==> src/design/synth_freq_pkg.sv <==
// Shared constants, types and register map of the synthesizer frequency control
package synth_freq_pkg;
    // Register addresses on the byte register port
    localparam logic [6:0] ADDR_FREQ_OFFSET_LOW       = 7'h73;
    localparam logic [6:0] ADDR_FREQ_OFFSET_HIGH      = 7'h74;
    localparam logic [6:0] ADDR_BAND_SELECTION        = 7'h75;
    localparam logic [6:0] ADDR_CARRIER_FRACTION_HIGH = 7'h76;
    localparam logic [6:0] ADDR_CARRIER_FRACTION_LOW  = 7'h77;
    localparam logic [6:0] ADDR_HOP_CHANNEL_NUMBER    = 7'h79;
    localparam logic [6:0] ADDR_HOP_STEP_SIZE         = 7'h7A;

    // Reset values and the value read at unmapped addresses
    localparam logic [7:0] RST_FREQ_OFFSET_LOW       = 8'h00;
    localparam logic [7:0] RST_FREQ_OFFSET_HIGH      = 8'h00;
    localparam logic [7:0] RST_BAND_SELECTION        = 8'h35;
    localparam logic [7:0] RST_CARRIER_FRACTION_HIGH = 8'hBB;
    localparam logic [7:0] RST_CARRIER_FRACTION_LOW  = 8'h80;
    localparam logic [7:0] RST_HOP_CHANNEL_NUMBER    = 8'h00;
    localparam logic [7:0] RST_HOP_STEP_SIZE         = 8'h00;
    localparam logic [7:0] READ_UNMAPPED             = 8'h00;

    // Field layout of band_selection, plus the freq offset high read mask
    localparam int BAND_INT_MSB = 4;
    localparam int HIGH_BAND_BIT = 5;
    localparam int SIDE_BAND_BIT = 6;
    localparam logic [7:0] BAND_SEL_RW_MASK    = 8'h7F;
    localparam logic [7:0] OFFSET_HIGH_RW_MASK = 8'h03;
    localparam logic [4:0] BAND_INT_MAX        = 5'h17;

    // Synthesizer arithmetic, in fraction steps of the loop
    localparam logic [25:0] FRAC_MODULUS  = 26'h000FA00;  // 64000
    localparam logic [5:0]  BAND_INT_BASE = 6'h18;        // 24
    localparam int          HOP_UNIT_SHIFT = 6;   // 10 kHz = 64 steps
    localparam int          DEV_UNIT_SHIFT = 2;   // 625 Hz = 4 steps
    localparam logic [25:0] RX_IF_SHIFT   = 26'h0001770;  // 6000 steps

    // Timing: 200 MHz system clock, 10 MHz modulator tick
    localparam int CLK_PERIOD_PS = 5000;
    localparam int REF_PERIOD_PS = 100000;
    localparam int REF_DIV_CYCLES = REF_PERIOD_PS / CLK_PERIOD_PS;
    localparam logic [4:0] REF_DIV_LAST = 5'(REF_DIV_CYCLES - 1);
    localparam int PLL_SETTLE_NS = 200000;
    localparam int PLL_SETTLE_CYCLES_DEF =
        (PLL_SETTLE_NS * 1000) / CLK_PERIOD_PS;

    typedef enum logic [2:0] {
        ST_IDLE,
        ST_TX,
        ST_RX,
        ST_RETUNE
    } radio_state_e;

    typedef struct packed {
        logic [9:0]  offset_word;
        logic        side_band;
        logic        band_high;
        logic [4:0]  band_integer;
        logic [15:0] carrier_fraction;
        logic [7:0]  hop_channel;
        logic [7:0]  hop_step;
    } freq_regs_s;

    typedef struct packed {
        logic [6:0]  div_int;
        logic [15:0] div_frac;
    } synth_word_s;
endpackage : synth_freq_pkg

==> src/design/synth_freq_ctrl.sv <==
// Frequency control: registers, hop retune sequencing and modulator
`timescale 1ns/1ps
`default_nettype none
module synth_freq_ctrl
    import synth_freq_pkg::*;
#(
    parameter int unsigned SETTLE_CYCLES = PLL_SETTLE_CYCLES_DEF
)(
    input  wire logic         clk_sys_i,
    input  wire logic         sys_rst_i,
    input  wire logic         reg_wr_i,
    input  wire logic         reg_rd_i,
    input  wire logic [6:0]   reg_addr_i,
    input  wire logic [7:0]   reg_wdata_i,
    output var  logic [7:0]   reg_rdata_o,
    input  wire logic         tx_on_i,
    input  wire logic         rx_on_i,
    input  wire logic         tx_fifo_mode_i,
    input  wire logic         tx_packet_active_i,
    input  wire logic         tx_data_i,
    input  wire logic         fsk_enable_i,
    input  wire logic [8:0]   deviation_word_i,
    output var  logic [6:0]   synth_int_o,
    output var  logic [15:0]  synth_frac_o,
    output var  logic [6:0]   dsm_div_o,
    output var  logic         dsm_tick_o,
    output var  logic         band_high_o,
    output var  logic         output_halve_o,
    output var  radio_state_e radio_state_o,
    output var  logic         synth_update_o
);
    typedef struct packed {
        freq_regs_s   regs;
        logic [7:0]   act_channel;
        logic [7:0]   act_step;
        logic         hop_pending;
        radio_state_e fsm;
        logic         resume_rx;
        logic [15:0]  settle_cnt;
        logic [4:0]   ref_div;
        logic         ref_tick;
        logic [16:0]  dsm_acc;
        logic [6:0]   dsm_div;
        synth_word_s  word;
        logic         update;
        logic [7:0]   rdata;
    } ctrl_state_s;

    localparam logic [15:0] SETTLE_LAST = 16'(SETTLE_CYCLES - 1);

    ctrl_state_s state;
    ctrl_state_s next_state;
    freq_regs_s  calc_regs;
    synth_word_s calc_word;
    logic        hop_write;
    logic        freq_write;
    logic        defer;
    logic        in_link;

    // The calculator sees the active hop copy so deferred writes wait
    always_comb begin
        calc_regs             = state.regs;
        calc_regs.hop_channel = state.act_channel;
        calc_regs.hop_step    = state.act_step;
    end

    synth_word_calc u_calc (
        .clk_sys_i        (clk_sys_i),
        .sys_rst_i        (sys_rst_i),
        .regs_i           (calc_regs),
        .rx_shift_i       (state.fsm == ST_RX ||
                           (state.fsm == ST_RETUNE && state.resume_rx)),
        .fsk_active_i     (fsk_enable_i && state.fsm == ST_TX),
        .tx_data_i        (tx_data_i),
        .deviation_word_i (deviation_word_i),
        .word_o           (calc_word)
    );

    always_comb begin
        next_state = state;
        next_state.update = 1'b0;
        hop_write = reg_wr_i && (reg_addr_i == ADDR_HOP_CHANNEL_NUMBER ||
                                 reg_addr_i == ADDR_HOP_STEP_SIZE);
        freq_write = reg_wr_i && (reg_addr_i >= ADDR_FREQ_OFFSET_LOW &&
                                  reg_addr_i <= ADDR_CARRIER_FRACTION_LOW);
        in_link = state.fsm == ST_TX || state.fsm == ST_RX;
        defer = tx_fifo_mode_i && tx_packet_active_i &&
                state.fsm == ST_TX;

        // Register writes
        if (reg_wr_i) begin
            case (reg_addr_i)
                ADDR_FREQ_OFFSET_LOW: begin
                    next_state.regs.offset_word[7:0] = reg_wdata_i;
                end
                ADDR_FREQ_OFFSET_HIGH: begin
                    next_state.regs.offset_word[9:8] = reg_wdata_i[1:0];
                end
                ADDR_BAND_SELECTION: begin
                    next_state.regs.side_band = reg_wdata_i[SIDE_BAND_BIT];
                    next_state.regs.band_high = reg_wdata_i[HIGH_BAND_BIT];
                    next_state.regs.band_integer =
                        (reg_wdata_i[BAND_INT_MSB:0] > BAND_INT_MAX)
                        ? BAND_INT_MAX
                        : reg_wdata_i[BAND_INT_MSB:0];
                end
                ADDR_CARRIER_FRACTION_HIGH: begin
                    next_state.regs.carrier_fraction[15:8] = reg_wdata_i;
                end
                ADDR_CARRIER_FRACTION_LOW: begin
                    next_state.regs.carrier_fraction[7:0] = reg_wdata_i;
                end
                ADDR_HOP_CHANNEL_NUMBER: begin
                    next_state.regs.hop_channel = reg_wdata_i;
                end
                ADDR_HOP_STEP_SIZE: begin
                    next_state.regs.hop_step = reg_wdata_i;
                end
                default: begin
                end
            endcase
        end

        // Hop values go live at once unless a FIFO packet is on air
        if (hop_write) begin
            if (defer) begin
                next_state.hop_pending = 1'b1;
            end else begin
                next_state.act_channel = next_state.regs.hop_channel;
                next_state.act_step    = next_state.regs.hop_step;
            end
        end

        // Register reads, answered one cycle later
        if (reg_rd_i) begin
            case (reg_addr_i)
                ADDR_FREQ_OFFSET_LOW: begin
                    next_state.rdata = state.regs.offset_word[7:0];
                end
                ADDR_FREQ_OFFSET_HIGH: begin
                    next_state.rdata = OFFSET_HIGH_RW_MASK &
                        8'(state.regs.offset_word[9:8]);
                end
                ADDR_BAND_SELECTION: begin
                    next_state.rdata = BAND_SEL_RW_MASK &
                        {1'b0, state.regs.side_band, state.regs.band_high,
                         state.regs.band_integer};
                end
                ADDR_CARRIER_FRACTION_HIGH: begin
                    next_state.rdata = state.regs.carrier_fraction[15:8];
                end
                ADDR_CARRIER_FRACTION_LOW: begin
                    next_state.rdata = state.regs.carrier_fraction[7:0];
                end
                ADDR_HOP_CHANNEL_NUMBER: begin
                    next_state.rdata = state.regs.hop_channel;
                end
                ADDR_HOP_STEP_SIZE: begin
                    next_state.rdata = state.regs.hop_step;
                end
                default: begin
                    next_state.rdata = READ_UNMAPPED;
                end
            endcase
        end

        // Operating state sequencing
        case (state.fsm)
            ST_IDLE: begin
                if (tx_on_i) begin
                    next_state.fsm = ST_TX;
                end else if (rx_on_i) begin
                    next_state.fsm = ST_RX;
                end
            end
            ST_TX, ST_RX: begin
                if (!tx_on_i && !rx_on_i) begin
                    next_state.fsm = ST_IDLE;
                end else if ((hop_write && !defer) ||
                             (state.hop_pending && !defer)) begin
                    next_state.fsm        = ST_RETUNE;
                    next_state.resume_rx  = state.fsm == ST_RX;
                    next_state.settle_cnt = SETTLE_LAST;
                    if (state.hop_pending) begin
                        next_state.hop_pending = 1'b0;
                        next_state.act_channel =
                            next_state.regs.hop_channel;
                        next_state.act_step = next_state.regs.hop_step;
                    end
                end else if (tx_on_i && state.fsm == ST_RX) begin
                    next_state.fsm = ST_TX;
                end else if (!tx_on_i && state.fsm == ST_TX) begin
                    next_state.fsm = ST_RX;
                end
            end
            ST_RETUNE: begin
                // Only tuning: PA and receiver are off while the loop settles
                if (state.settle_cnt == '0) begin
                    if (!tx_on_i && !rx_on_i) begin
                        next_state.fsm = ST_IDLE;
                    end else begin
                        next_state.fsm = state.resume_rx ? ST_RX
                                                         : ST_TX;
                    end
                end else begin
                    next_state.settle_cnt = state.settle_cnt - 16'h0001;
                end
            end
            default: begin
                next_state.fsm = ST_IDLE;
            end
        endcase

        // Pending change with no packet left to finish
        if (state.hop_pending && !in_link && state.fsm != ST_RETUNE) begin
            next_state.hop_pending = 1'b0;
            next_state.act_channel = next_state.regs.hop_channel;
            next_state.act_step    = next_state.regs.hop_step;
        end

        // Division word tracks the calculator every cycle
        if (calc_word != state.word || freq_write) begin
            next_state.update = 1'b1;
        end
        next_state.word = calc_word;

        // 10 MHz modulator tick from the system clock
        next_state.ref_tick = 1'b0;
        if (state.ref_div == REF_DIV_LAST) begin
            next_state.ref_div  = '0;
            next_state.ref_tick = 1'b1;
        end else begin
            next_state.ref_div = state.ref_div + 5'h01;
        end

        // First order modulo accumulator; carry bumps the integer divide
        if (state.ref_tick) begin
            next_state.dsm_acc = state.dsm_acc + 17'(state.word.div_frac);
            if (next_state.dsm_acc >= 17'(FRAC_MODULUS)) begin
                next_state.dsm_acc = next_state.dsm_acc
                    - 17'(FRAC_MODULUS);
                next_state.dsm_div = state.word.div_int + 7'h01;
            end else begin
                next_state.dsm_div = state.word.div_int;
            end
        end
    end

    always_ff @(posedge clk_sys_i) begin
        if (sys_rst_i) begin
            state <= '0;
            state.regs.offset_word <=
                {RST_FREQ_OFFSET_HIGH[1:0], RST_FREQ_OFFSET_LOW};
            state.regs.side_band <= RST_BAND_SELECTION[SIDE_BAND_BIT];
            state.regs.band_high <= RST_BAND_SELECTION[HIGH_BAND_BIT];
            state.regs.band_integer <= RST_BAND_SELECTION[BAND_INT_MSB:0];
            state.regs.carrier_fraction <=
                {RST_CARRIER_FRACTION_HIGH, RST_CARRIER_FRACTION_LOW};
            state.regs.hop_channel <= RST_HOP_CHANNEL_NUMBER;
            state.regs.hop_step <= RST_HOP_STEP_SIZE;
            state.act_channel <= RST_HOP_CHANNEL_NUMBER;
            state.act_step <= RST_HOP_STEP_SIZE;
            state.fsm <= ST_IDLE;
        end else begin
            state <= next_state;
        end
    end

    assign reg_rdata_o    = state.rdata;
    assign synth_int_o    = state.word.div_int;
    assign synth_frac_o   = state.word.div_frac;
    assign dsm_div_o      = state.dsm_div;
    assign dsm_tick_o     = state.ref_tick;
    assign band_high_o    = state.regs.band_high;
    assign output_halve_o = ~state.regs.band_high;
    assign radio_state_o  = state.fsm;
    assign synth_update_o = state.update;
endmodule : synth_freq_ctrl
`default_nettype wire

==> src/design/synth_word_calc.sv <==
// Registered division word from the frequency settings
`timescale 1ns/1ps
`default_nettype none
module synth_word_calc
    import synth_freq_pkg::*;
(
    input  wire logic        clk_sys_i,
    input  wire logic        sys_rst_i,
    input  wire freq_regs_s  regs_i,
    input  wire logic        rx_shift_i,
    input  wire logic        fsk_active_i,
    input  wire logic        tx_data_i,
    input  wire logic [8:0]  deviation_word_i,
    output var  synth_word_s word_o
);
    synth_word_s state;
    synth_word_s next_state;

    logic signed [25:0] total;
    logic [25:0]        hop_steps;
    logic [25:0]        dev_steps;
    logic [6:0]         quot;

    always_comb begin
        // Terms are in loop steps; output-referred sizes halve in high band
        hop_steps = 26'(regs_i.hop_step * regs_i.hop_channel)
            << HOP_UNIT_SHIFT;
        hop_steps = hop_steps >> regs_i.band_high;
        dev_steps = 26'(deviation_word_i) << DEV_UNIT_SHIFT;
        dev_steps = dev_steps >> regs_i.band_high;
        total = signed'(26'(regs_i.band_integer + BAND_INT_BASE)
            * FRAC_MODULUS);
        total = total + signed'(26'(regs_i.carrier_fraction));
        total = total + 26'(signed'(regs_i.offset_word));
        total = total + signed'(hop_steps);
        if (fsk_active_i) begin
            total = tx_data_i ? total + signed'(dev_steps)
                              : total - signed'(dev_steps);
        end
        if (rx_shift_i) begin
            total = total - signed'(RX_IF_SHIFT >> regs_i.band_high);
        end
        quot = 7'(unsigned'(total) / FRAC_MODULUS);
        next_state.div_int  = quot;
        next_state.div_frac = 16'(unsigned'(total)
            - 26'(quot) * FRAC_MODULUS);
    end

    always_ff @(posedge clk_sys_i) begin
        if (sys_rst_i) begin
            state <= '0;
        end else begin
            state <= next_state;
        end
    end

    assign word_o = state;
endmodule : synth_word_calc
`default_nettype wire

==> config.mk <==
export PLATFORM = sky130hd
export DESIGN_NAME = synth_freq_ctrl
export DESIGN_NICKNAME = d
export VERILOG_FILES = /design/src/design/synth_freq_pkg.sv /design/src/design/synth_freq_ctrl.sv /design/src/design/synth_word_calc.sv
export SDC_FILE = /design/constraint.sdc
export NUM_CORES = 1
export LEC_CHECK = 0
export BUFFER_PORTS_ARGS = -buffer_cell sky130_fd_sc_hd__buf_4
export CAP_MARGIN = 20
export CORE_ASPECT_RATIO = 0.6
export CORE_MARGIN = 3
export CORE_UTILIZATION = 55
export DETAILED_ROUTE_END_ITERATION = 10
export PLACE_DENSITY = 0.76
export SLEW_MARGIN = 20
export SYNTH_ARGS = -nofsm -noshare
export SYNTH_HDL_FRONTEND = slang
export SYNTH_SLANG_ARGS = --single-unit
export TNS_END_PERCENT = 30
==> constraint.sdc <==
create_clock -name clk_sys_i -period 53.9 [get_ports clk_sys_i]
set_input_delay 13.475 -clock clk_sys_i [delete_from_list [all_inputs] [get_ports clk_sys_i]]
set_output_delay 13.475 -clock clk_sys_i [all_outputs]
set_load 0.01 [all_outputs]
Word-level counts from Yosys, hierarchy flattened:

Index checks and enable logic that the tools add are counted.
W data, S select, Z words.

* register bits after elaboration: 171

* multipliers: 3
* $lt $le $gt $ge: 4
* bitwise logic cells: 2
* add/subtract/negate cells: 13
* shift operators: 3
* equal/unequal tests: 19
* div/mod/pow operators: 1
* reduce and logical (&&, ||, !) cells: 37
* multiplexer cells: 34

Operators with widths (number)
* $mux W17: 7
* $mux W16: 5
* $mux W26: 3
* $pmux W8 S7: 1
* $add A26 B26 Y26: 2
* $sub A26 B26 Y26: 2
* $eq A7 B7 Y1 const B: 7
* $pmux W16 S2: 1
* $add A26 B10 Y26: 1
* $add A26 B17 Y26: 1
* $div A26 B16 Y26 const B: 1
* $mul A26 B7 Y17 const B: 1
* $shr A11 B1 Y26: 1
* $shr A13 B1 Y26 const A: 1
* $shr A22 B1 Y26: 1
* $ne A23 B23 Y1: 1
* $mux W3: 7
* $add A17 B16 Y17: 1
* $ge A17 B16 Y1 const B: 1
* $sub A17 B16 Y17 const B: 1
* $logic_not A16 Y1: 1
* $mul A8 B8 Y16: 1
* $mux W8: 2
* $sub A16 B1 Y16 const B: 1
* 31 further kinds: 65

Depth between registers and ports, before layout:

Gate-level depths: netlist of the first run.

* depth after elaboration: 13
* gate-level depth with buffers: 82

Modules after synthesis:

From an unflattened synthesis of the first run, not the netlist that was laid out.

* cell total of the unflattened synthesis: 2570
* area total of the unflattened synthesis: 20499.7 um^2

Modules (own cells, without submodules)
* synth_word_calc: cells an instance 1691, area an instance 12817.3 um^2, seq. area each 460.4 um^2, instances 1
* synth_freq_ctrl: cells an instance 879, area an instance 7682.4 um^2, seq. area each 2942.8 um^2, instances 1

Least setup slack after synthesis of the first run:

OpenSTA, ideal clock, no wires.

* path kind: input-to-reg
* start: input port deviation_word_i[0]
* end: register u_calc.state (netlist bit u_calc.word_o[15])
* arrival time: 26256 ps
* library setup time: 128 ps
* buffers on the path: 4
* stages: 63
* slack: 27516 ps
* cells stage by stage: nor2b_1 > a21oi_1 > ha_1 > or3b_2 > nor4_4 > nand2_1 > o211ai_1 > a21oi_1 > a21oi_1 > ha_1 > buf_4 > a211oi_1 > o21bai_1 > a21oi_1 > xor2_1 > nor2_1 > a21oi_1 > inv_1 > [27 not listed] > clkinv_4 > nor3_1 > o31a_1 > o21bai_1 > a2111oi_4 > a22oi_2 > o21a_1 > ha_1 > ha_1 > fa_1 > inv_1 > ha_1 > a21o_1 > a21oi_1 > xnor2_1 > xnor2_1 > xnor2_1 > nor2_1

RTL lines
* from (decl): RTL line synth_freq_ctrl.sv:22 `input wire logic [8:0] deviation_word_i,`
* to (signal assigned): RTL line synth_word_calc.sv:53 `state <= next_state;`
* to (decl): RTL line synth_word_calc.sv:16 `synth_word_s state;`

==> results of run 1 <==
[metal layers]
metal | GRT usage (%) | vias up
li1 | - | 8533
met1 | 40.1 | 8335
met2 | 41.8 | 670
met3 | 6.23 | 68
met4 | 4.78 | 0
met5 | 0 | -
[worst max-delay path, delay by kind of cell]
kind	cells	cell delay [ps]
xor gates and xnor gates	6	1580
AOI/OAI and AO/OA	31	9330
buffers and inverters	4	400
muxes	2	580
and+or+nand+nor	10	2170
adders and majority gates	7	2230
[sequential cells by signal, indices dropped and copies added, names as in the netlist]
signal,cells
state,56
radio_state_o,2
u_calc.word_o,23
reg_rdata_o,8
dsm_tick_o,1
calc_regs,48
dsm_div_o,7
synth_update_o,1
synth_frac_o,16
band_high_o,1
synth_int_o,7
[power breakdown]
| group | switching (mW) | total (mW) | internal [mW] | leakage [nW] |
|---|---|---|---|---|
| Combinational | 0.329 | 0.579 | 0.250 | 7.33 |
| Clock | 0.0528 | 0.129 | 0.0760 | 0.298 |
| Sequential | 0.0120 | 0.155 | 0.143 | 1.38 |
[stage by stage]
stage	setup slack (ps)	hold WS, ps	instances	power (mW)
2_1_floorplan	27520	432	2442	0.621
3_3_place_gp	24740	441	2849	0.718
3_5_place_dp	24170	452	2849	0.727
4_1_cts	24570	461	2881	0.860
5_1_grt	23090	478	2881	0.942
6_report	24370	465	2881	0.862
[final timing paths]
check	from	endpoint	slack, ps
worst max-delay path	deviation_word_i[0]	u_calc.word_o[15]$_SDFF_PP0_	24370
worst min-delay path	calc_regs[38]$_SDFFE_PP0P_	calc_regs[38]$_SDFFE_PP0P_	460
worst max register to register	calc_regs[15]$_SDFF_PP0_	u_calc.word_o[15]$_SDFF_PP0_	33910
worst min register to register	calc_regs[38]$_SDFFE_PP0P_	calc_regs[38]$_SDFFE_PP0P_	460
[logic make-up after synthesis]
| kind of cell | count (synthesis) |
|---|---|
| AO/OA/AOI/OAI | 638 |
| XOR/XNOR | 170 |
| adder cells (fa/ha/maj) | 257 |
| buffers and inverters | 314 |
| flip-flops | 170 |
| multiplexers | 67 |
| other | 1 |
| AND/OR/NAND/NOR | 825 |
[area by class of cell]
type	count	area, sq um
Clock buffer	20	457
Clock inverter	12	163
Fill cell	3025	13800
Inverter	175	662
Multi-Input combinational cell	1958	14500
Sequential cell	170	3400
Tap cell	459	574
Timing Repair Buffer	87	653
[cell usage in the layout, fill, tap and decap left out, types with 71 or more instances in the layout]
cell type    n
nand2_1    230
nor2_1     207
o21ai_0    104
buf_4       87
ha_1       181
a21oi_1    188
and2_1      71
xnor2_1     94
inv_1      168
xor2_1      71
dfxtp_1    170
nand3_1     79
fa_1        75
==> run summary, run 1 <==
RSZ-0062 raised after global routing: false
hpwl dp: 41600 um
sequential cell area fraction in the yosys report: 17.6%
htree depth: 4
post-synthesis adder-cell area fraction: 19.5%
vias in the first global route: 16341
CTS root buf: clkbuf_16
total global-route track usage: 27.5%
met2 routed WL: 22600 um
first-pass GRT wire length: 84000 um
Reg clk slew, reported paths: 70 ps
critical-path maximum fanout: 13
Mapped Nets: 2732
post-synthesis simple-gate area fraction: 21.1%
largest net degree at the start of global routing: 84
Max Clk Rate: 0.0339 GHz
mapped cell area: 19300 sq um
IO Count: 79
DR DRC count: 0
setup TNS: 0 ps
Synth cell types: 125
clock sink total: 170
Highest Signal Layer: met4
post-cts sizing count: 0
pwr dens: 42.3 nW/um^2
Area Overhead vs Synth: 5.48%
total grt overflow: 0
xor-xnor portion of the synthesized cell area: 8.01%
Post-CTS Setup Inserts: 0
final core utilization: 59.7%
top cells by area, synth: dfxtp_1 18%, ha_1 12%, fa_1 7.8%
final WL: 52400 um
worst hold path class: reg2reg
leak pwr: 9.01 nW
Starting Density: 56.6%
ys flop type: dfxtp_1
met3 routed wirelength: 4110 um
die area: 37500 sq um
GPL Wtd Cong: 0.960
Crit Path Category: in2reg
Least-Margin Pin Slew: 1000 ps
met1 wire length: 25000 um
Syn Inst Count: 2442
drt initial violations: 1914
Setup violations, final: 0
Final Cycle Share: 54.8%
total CTS buffers: 17
Yosys reg bits: 170
share of cells above drive strength 1: 8.59%
worst skew pair latency: 440 ps
Die H: 151 um
EDFF count, synth: 0
largest family of logic cells by synthesized area: compound AO/OA/AOI/OAI gates
worst r2r path cells: 72
CTS tree: built
Worst Hold Depth: 2
DRT antenna net count: 0
Worst Path Arrival: 29830 ps
vias per cell: 6.11
CP peak stage delay: 780 ps
CP required: 54200 ps
post-synthesis mux area share: 3.69%
Synth Area in Compound Gates: 22.5%
floorplan row count: 52
most instantiated cells after synthesis: 230 x nand2_1, 207 x nor2_1, 188 x a21oi_1
Placed Area: 19800 sq um
Pins Over Slew Limit: 0
hold_buf cts: 0
clock buffer depth: 2
CP dominant cell by count: a21oi_1
most common cell in the netlist: nand2_1
Post-Syn Area per Cell: 7.92 sq um
Synth area leader: dfxtp_1
CP Launch Type: input pin
final hold violation count: 0
Pre-antenna DRT Iters: 6
clock skew: 11.7 ps
Vias: 17606
nets: 2699
initial antenna violation count: 0
core area: 34200 sq um
Design Area, Final: 20400 sq um
PortBufs: 77
count of maximum capacitance violations: 0
Tmin final: 29530 ps
DIE WIDTH: 248 um
relative slew slack: 33.2%
asr flop ratio synth: 0%
drt wl/cell: 18.2 um
YS warnings: 0
CP Capture Type: register
top-area cell type share of the netlist area: 17.6%
slowest CP cell: xnor2_1
maximum vdd drop: 143 uV
status: completed
ant diodes: 0
No activity file was read; power rests on OpenSTA's default activity.
==> run 2, diff against run 1 <==
==> constraint.sdc (replaced) <==
create_clock -name clk_sys_i -period 27.7 [get_ports clk_sys_i]
set_input_delay 6.925 -clock clk_sys_i [delete_from_list [all_inputs] [get_ports clk_sys_i]]
set_output_delay 6.925 -clock clk_sys_i [all_outputs]
set_load 0.01 [all_outputs]
==> run 2 against run 1 <==
- critical path depth unchanged
- critical path type unchanged
- total power up 95%
- first-iteration DRC count down 3.7%
- setup slack worse by 20000 ps
- register-to-register slack worse by 26000 ps
- core utilization down 0.12 points
- die area unchanged
- via count up 0.76%
- non-clock buffer count unchanged
- count of clock-buffer cells in the layout down 2
- largest cell class unchanged
- combinational power up 97%
- final area down 0.21%
==> run summary, run 2 (synthesized netlist as in run 1, its figures left out) <==
CP peak stage delay: 790 ps (was 780 ps)
DRT antenna net count: 0 (unchanged)
Layout Cells excl Fill: 2881 (unchanged)
worst hold path class: reg2reg (unchanged)
first-pass GRT wire length: 85800 um (was 84000 um)
number of flip-flops in the largest register: 56 (unchanged)
status: completed (unchanged)
initial antenna violation count: 1 (was 0)
Post-CTS Setup Inserts: 0 (unchanged)
fin worst setup slack: 4550 ps (was 24370 ps)
clock sink total: 170 (unchanged)
total CTS buffers: 17 (unchanged)
Placed Cells: 2849 (unchanged)
worst r2r src: calc_regs[0]$_SDFF_PP0_ (was calc_regs[15]$_SDFF_PP0_)
Vias: 17740 (was 17606)
Reg-to-Reg End: u_calc.word_o[15]$_SDFF_PP0_ (unchanged)
ant diodes: 0 (unchanged)
worst reg-to-reg setup slack: 7410 ps (was 33910 ps)
Worst Path Arrival: 23460 ps (was 29830 ps)
commonest non-fill, non-tap cell in the layout: nand2_1 (unchanged)
PortBufs: 77 (unchanged)
drt wl/cell: 18.6 um (was 18.2 um)
DR DRC count: 0 (unchanged)
Least-Margin Pin Slew: 1020 ps (was 1000 ps)
floorplan row count: 52 (unchanged)
final WL: 53700 um (was 52400 um)
final hold violation count: 0 (unchanged)
hpwl dp: 42200 um (was 41600 um)
Pins Over Slew Limit: 0 (unchanged)
met3 routed wirelength: 4370 um (was 4110 um)
CTS tree: built (unchanged)
GPL Wtd Cong: 0.956 (was 0.960)
Tmin final: 23150 ps
IO Count: 79 (unchanged)
worst r2r path cells: 72 (unchanged)
CP delay by family, top: compound AO/OA/AOI/OAI gates (unchanged)
relative slew slack: 31.9% (was 33.2%)
Highest Signal Layer: met5 (was met4)
Pre-antenna DRT Iters: 6 (unchanged)
Setup violations, final: 0 (unchanged)
slowest CP cell: xnor2_1 (unchanged)
count of maximum capacitance violations: 0 (unchanged)
Max Clk Rate: 0.0432 GHz
DIE WIDTH: 248 um (unchanged)
CP dominant cell by count: a21oi_1 (unchanged)
met1 wire length: 25400 um (was 25000 um)
crit path buf inv count: 4 (unchanged)
Worst Hold Depth: 1 (was 2)
Hold Path Sink: synth_int_o[4]$_SDFF_PP0_ (was calc_regs[38]$_SDFFE_PP0P_)
Starting Density: 56.6% (unchanged)
nets: 2699 (unchanged)
htree depth: 4 (unchanged)
vias in the first global route: 16687 (was 16341)
total grt overflow: 0 (unchanged)
total global-route track usage: 28.1% (was 27.5%)
pre-CTS setup slack: 4380 ps (was 24170 ps)
drt initial violations: 1844 (was 1914)
vias per cell: 6.16 (was 6.11)
met2 routed WL: 23200 um (was 22600 um)
CTS root buf: clkbuf_16 (unchanged)
clock buffer depth: 2 (unchanged)
leak pwr: 8.98 nW (was 9.01 nW)
CP Launch Type: input pin (unchanged)
Die H: 151 um (unchanged)
critical-path maximum fanout: 13 (unchanged)
Area Overhead vs Synth: 5.26% (was 5.48%)
die area: 37500 sq um (unchanged)
CP required: 28010 ps (was 54200 ps)
core area: 34200 sq um (unchanged)
CP Capture Type: register (unchanged)
Biggest register: state (unchanged)
post-cts sizing count: 0 (unchanged)
maximum vdd drop: 302 uV (was 143 uV)
worst skew pair latency: 440 ps (about the same)
largest net degree at the start of global routing: 84 (unchanged)
Crit. Startpoint: deviation_word_i[0] (unchanged)
commonest non-fill, non-tap cells in the layout: 230 x nand2_1, 207 x nor2_1, 188 x a21oi_1, 181 x ha_1, 170 x dfxtp_1 (unchanged)
Final Cycle Share: 83.6%
hold_sp: u_calc.word_o[20]$_SDFF_PP0_ (was calc_regs[38]$_SDFFE_PP0P_)
setup TNS: 0 ps (unchanged)
clock skew: 10.1 ps (was 11.7 ps)
RSZ-0062 raised after global routing: false (unchanged)
pwr dens: 82.8 nW/um^2 (was 42.3 nW/um^2)
share of cells above drive strength 1: 8.59% (unchanged)
hold_buf cts: 0 (unchanged)
Reg clk slew, reported paths: 70 ps (about the same)
Crit Path Category: in2reg (unchanged)
## run 2: cell count changes in the layout (fill, tap and decap cells not counted), sizes merged
cell and change:
bufinv -1, clkinv +1, clkinvlp +3, inv -1
clkbuf -2
## run 2: power by group
group	switching, mW	total [mW]	internal (mW)	leakage [nW]
sequential	0.0241	0.301	0.277	1.38
clock	0.105	0.238	0.133	0.269
combinational	0.656	1.14	0.489	7.33
## run 2: how the worst max path moves through the flow
stage | to | slack [ps] | cells past startpoint
5_1_grt | u_calc.word_o[15]$_SDFF_PP0_ | 3300 | 60
3_3_place_gp | u_calc.word_o[15]$_SDFF_PP0_ | 5020 | 60
2_1_floorplan | u_calc.word_o[15]$_SDFF_PP0_ | 7870 | 63
4_1_cts | u_calc.word_o[15]$_SDFF_PP0_ | 4790 | 60
6_report | u_calc.word_o[15]$_SDFF_PP0_ | 4550 | 60
3_5_place_dp | u_calc.word_o[15]$_SDFF_PP0_ | 4380 | 60
## run 2: per-layer routing
layer	GRT usage, %	up-vias
li1	-	8521
met1	41.1	8475
met2	42.9	675
met3	5.96	67
met4	5.30	2
met5	0	-
## run 2: layout make-up
class	instances	area [sq um]
Multi-Input combinational cell	1958	14500
Fill cell	3037	13800
Clock buffer	18	429
Timing Repair Buffer	87	653
Clock inverter	14	148
Inverter	175	662
Tap cell	459	574
Sequential cell	170	3400
## run 2: through the flow
| stage | hold slack (ps) | total power, mW | utilization (%) | instance area (sq um) |
|---|---|---|---|---|
| after floorplan | 432 | 1.21 | - | 19300 |
| after global placement | 442 | 1.40 | 57.9 | 19800 |
| after detailed placement | 462 | 1.42 | 57.9 | 19800 |
| after CTS | 472 | 1.67 | 59.6 | 20300 |
| after global routing | 491 | 1.83 | 59.6 | 20300 |
| final | 476 | 1.68 | 59.6 | 20300 |
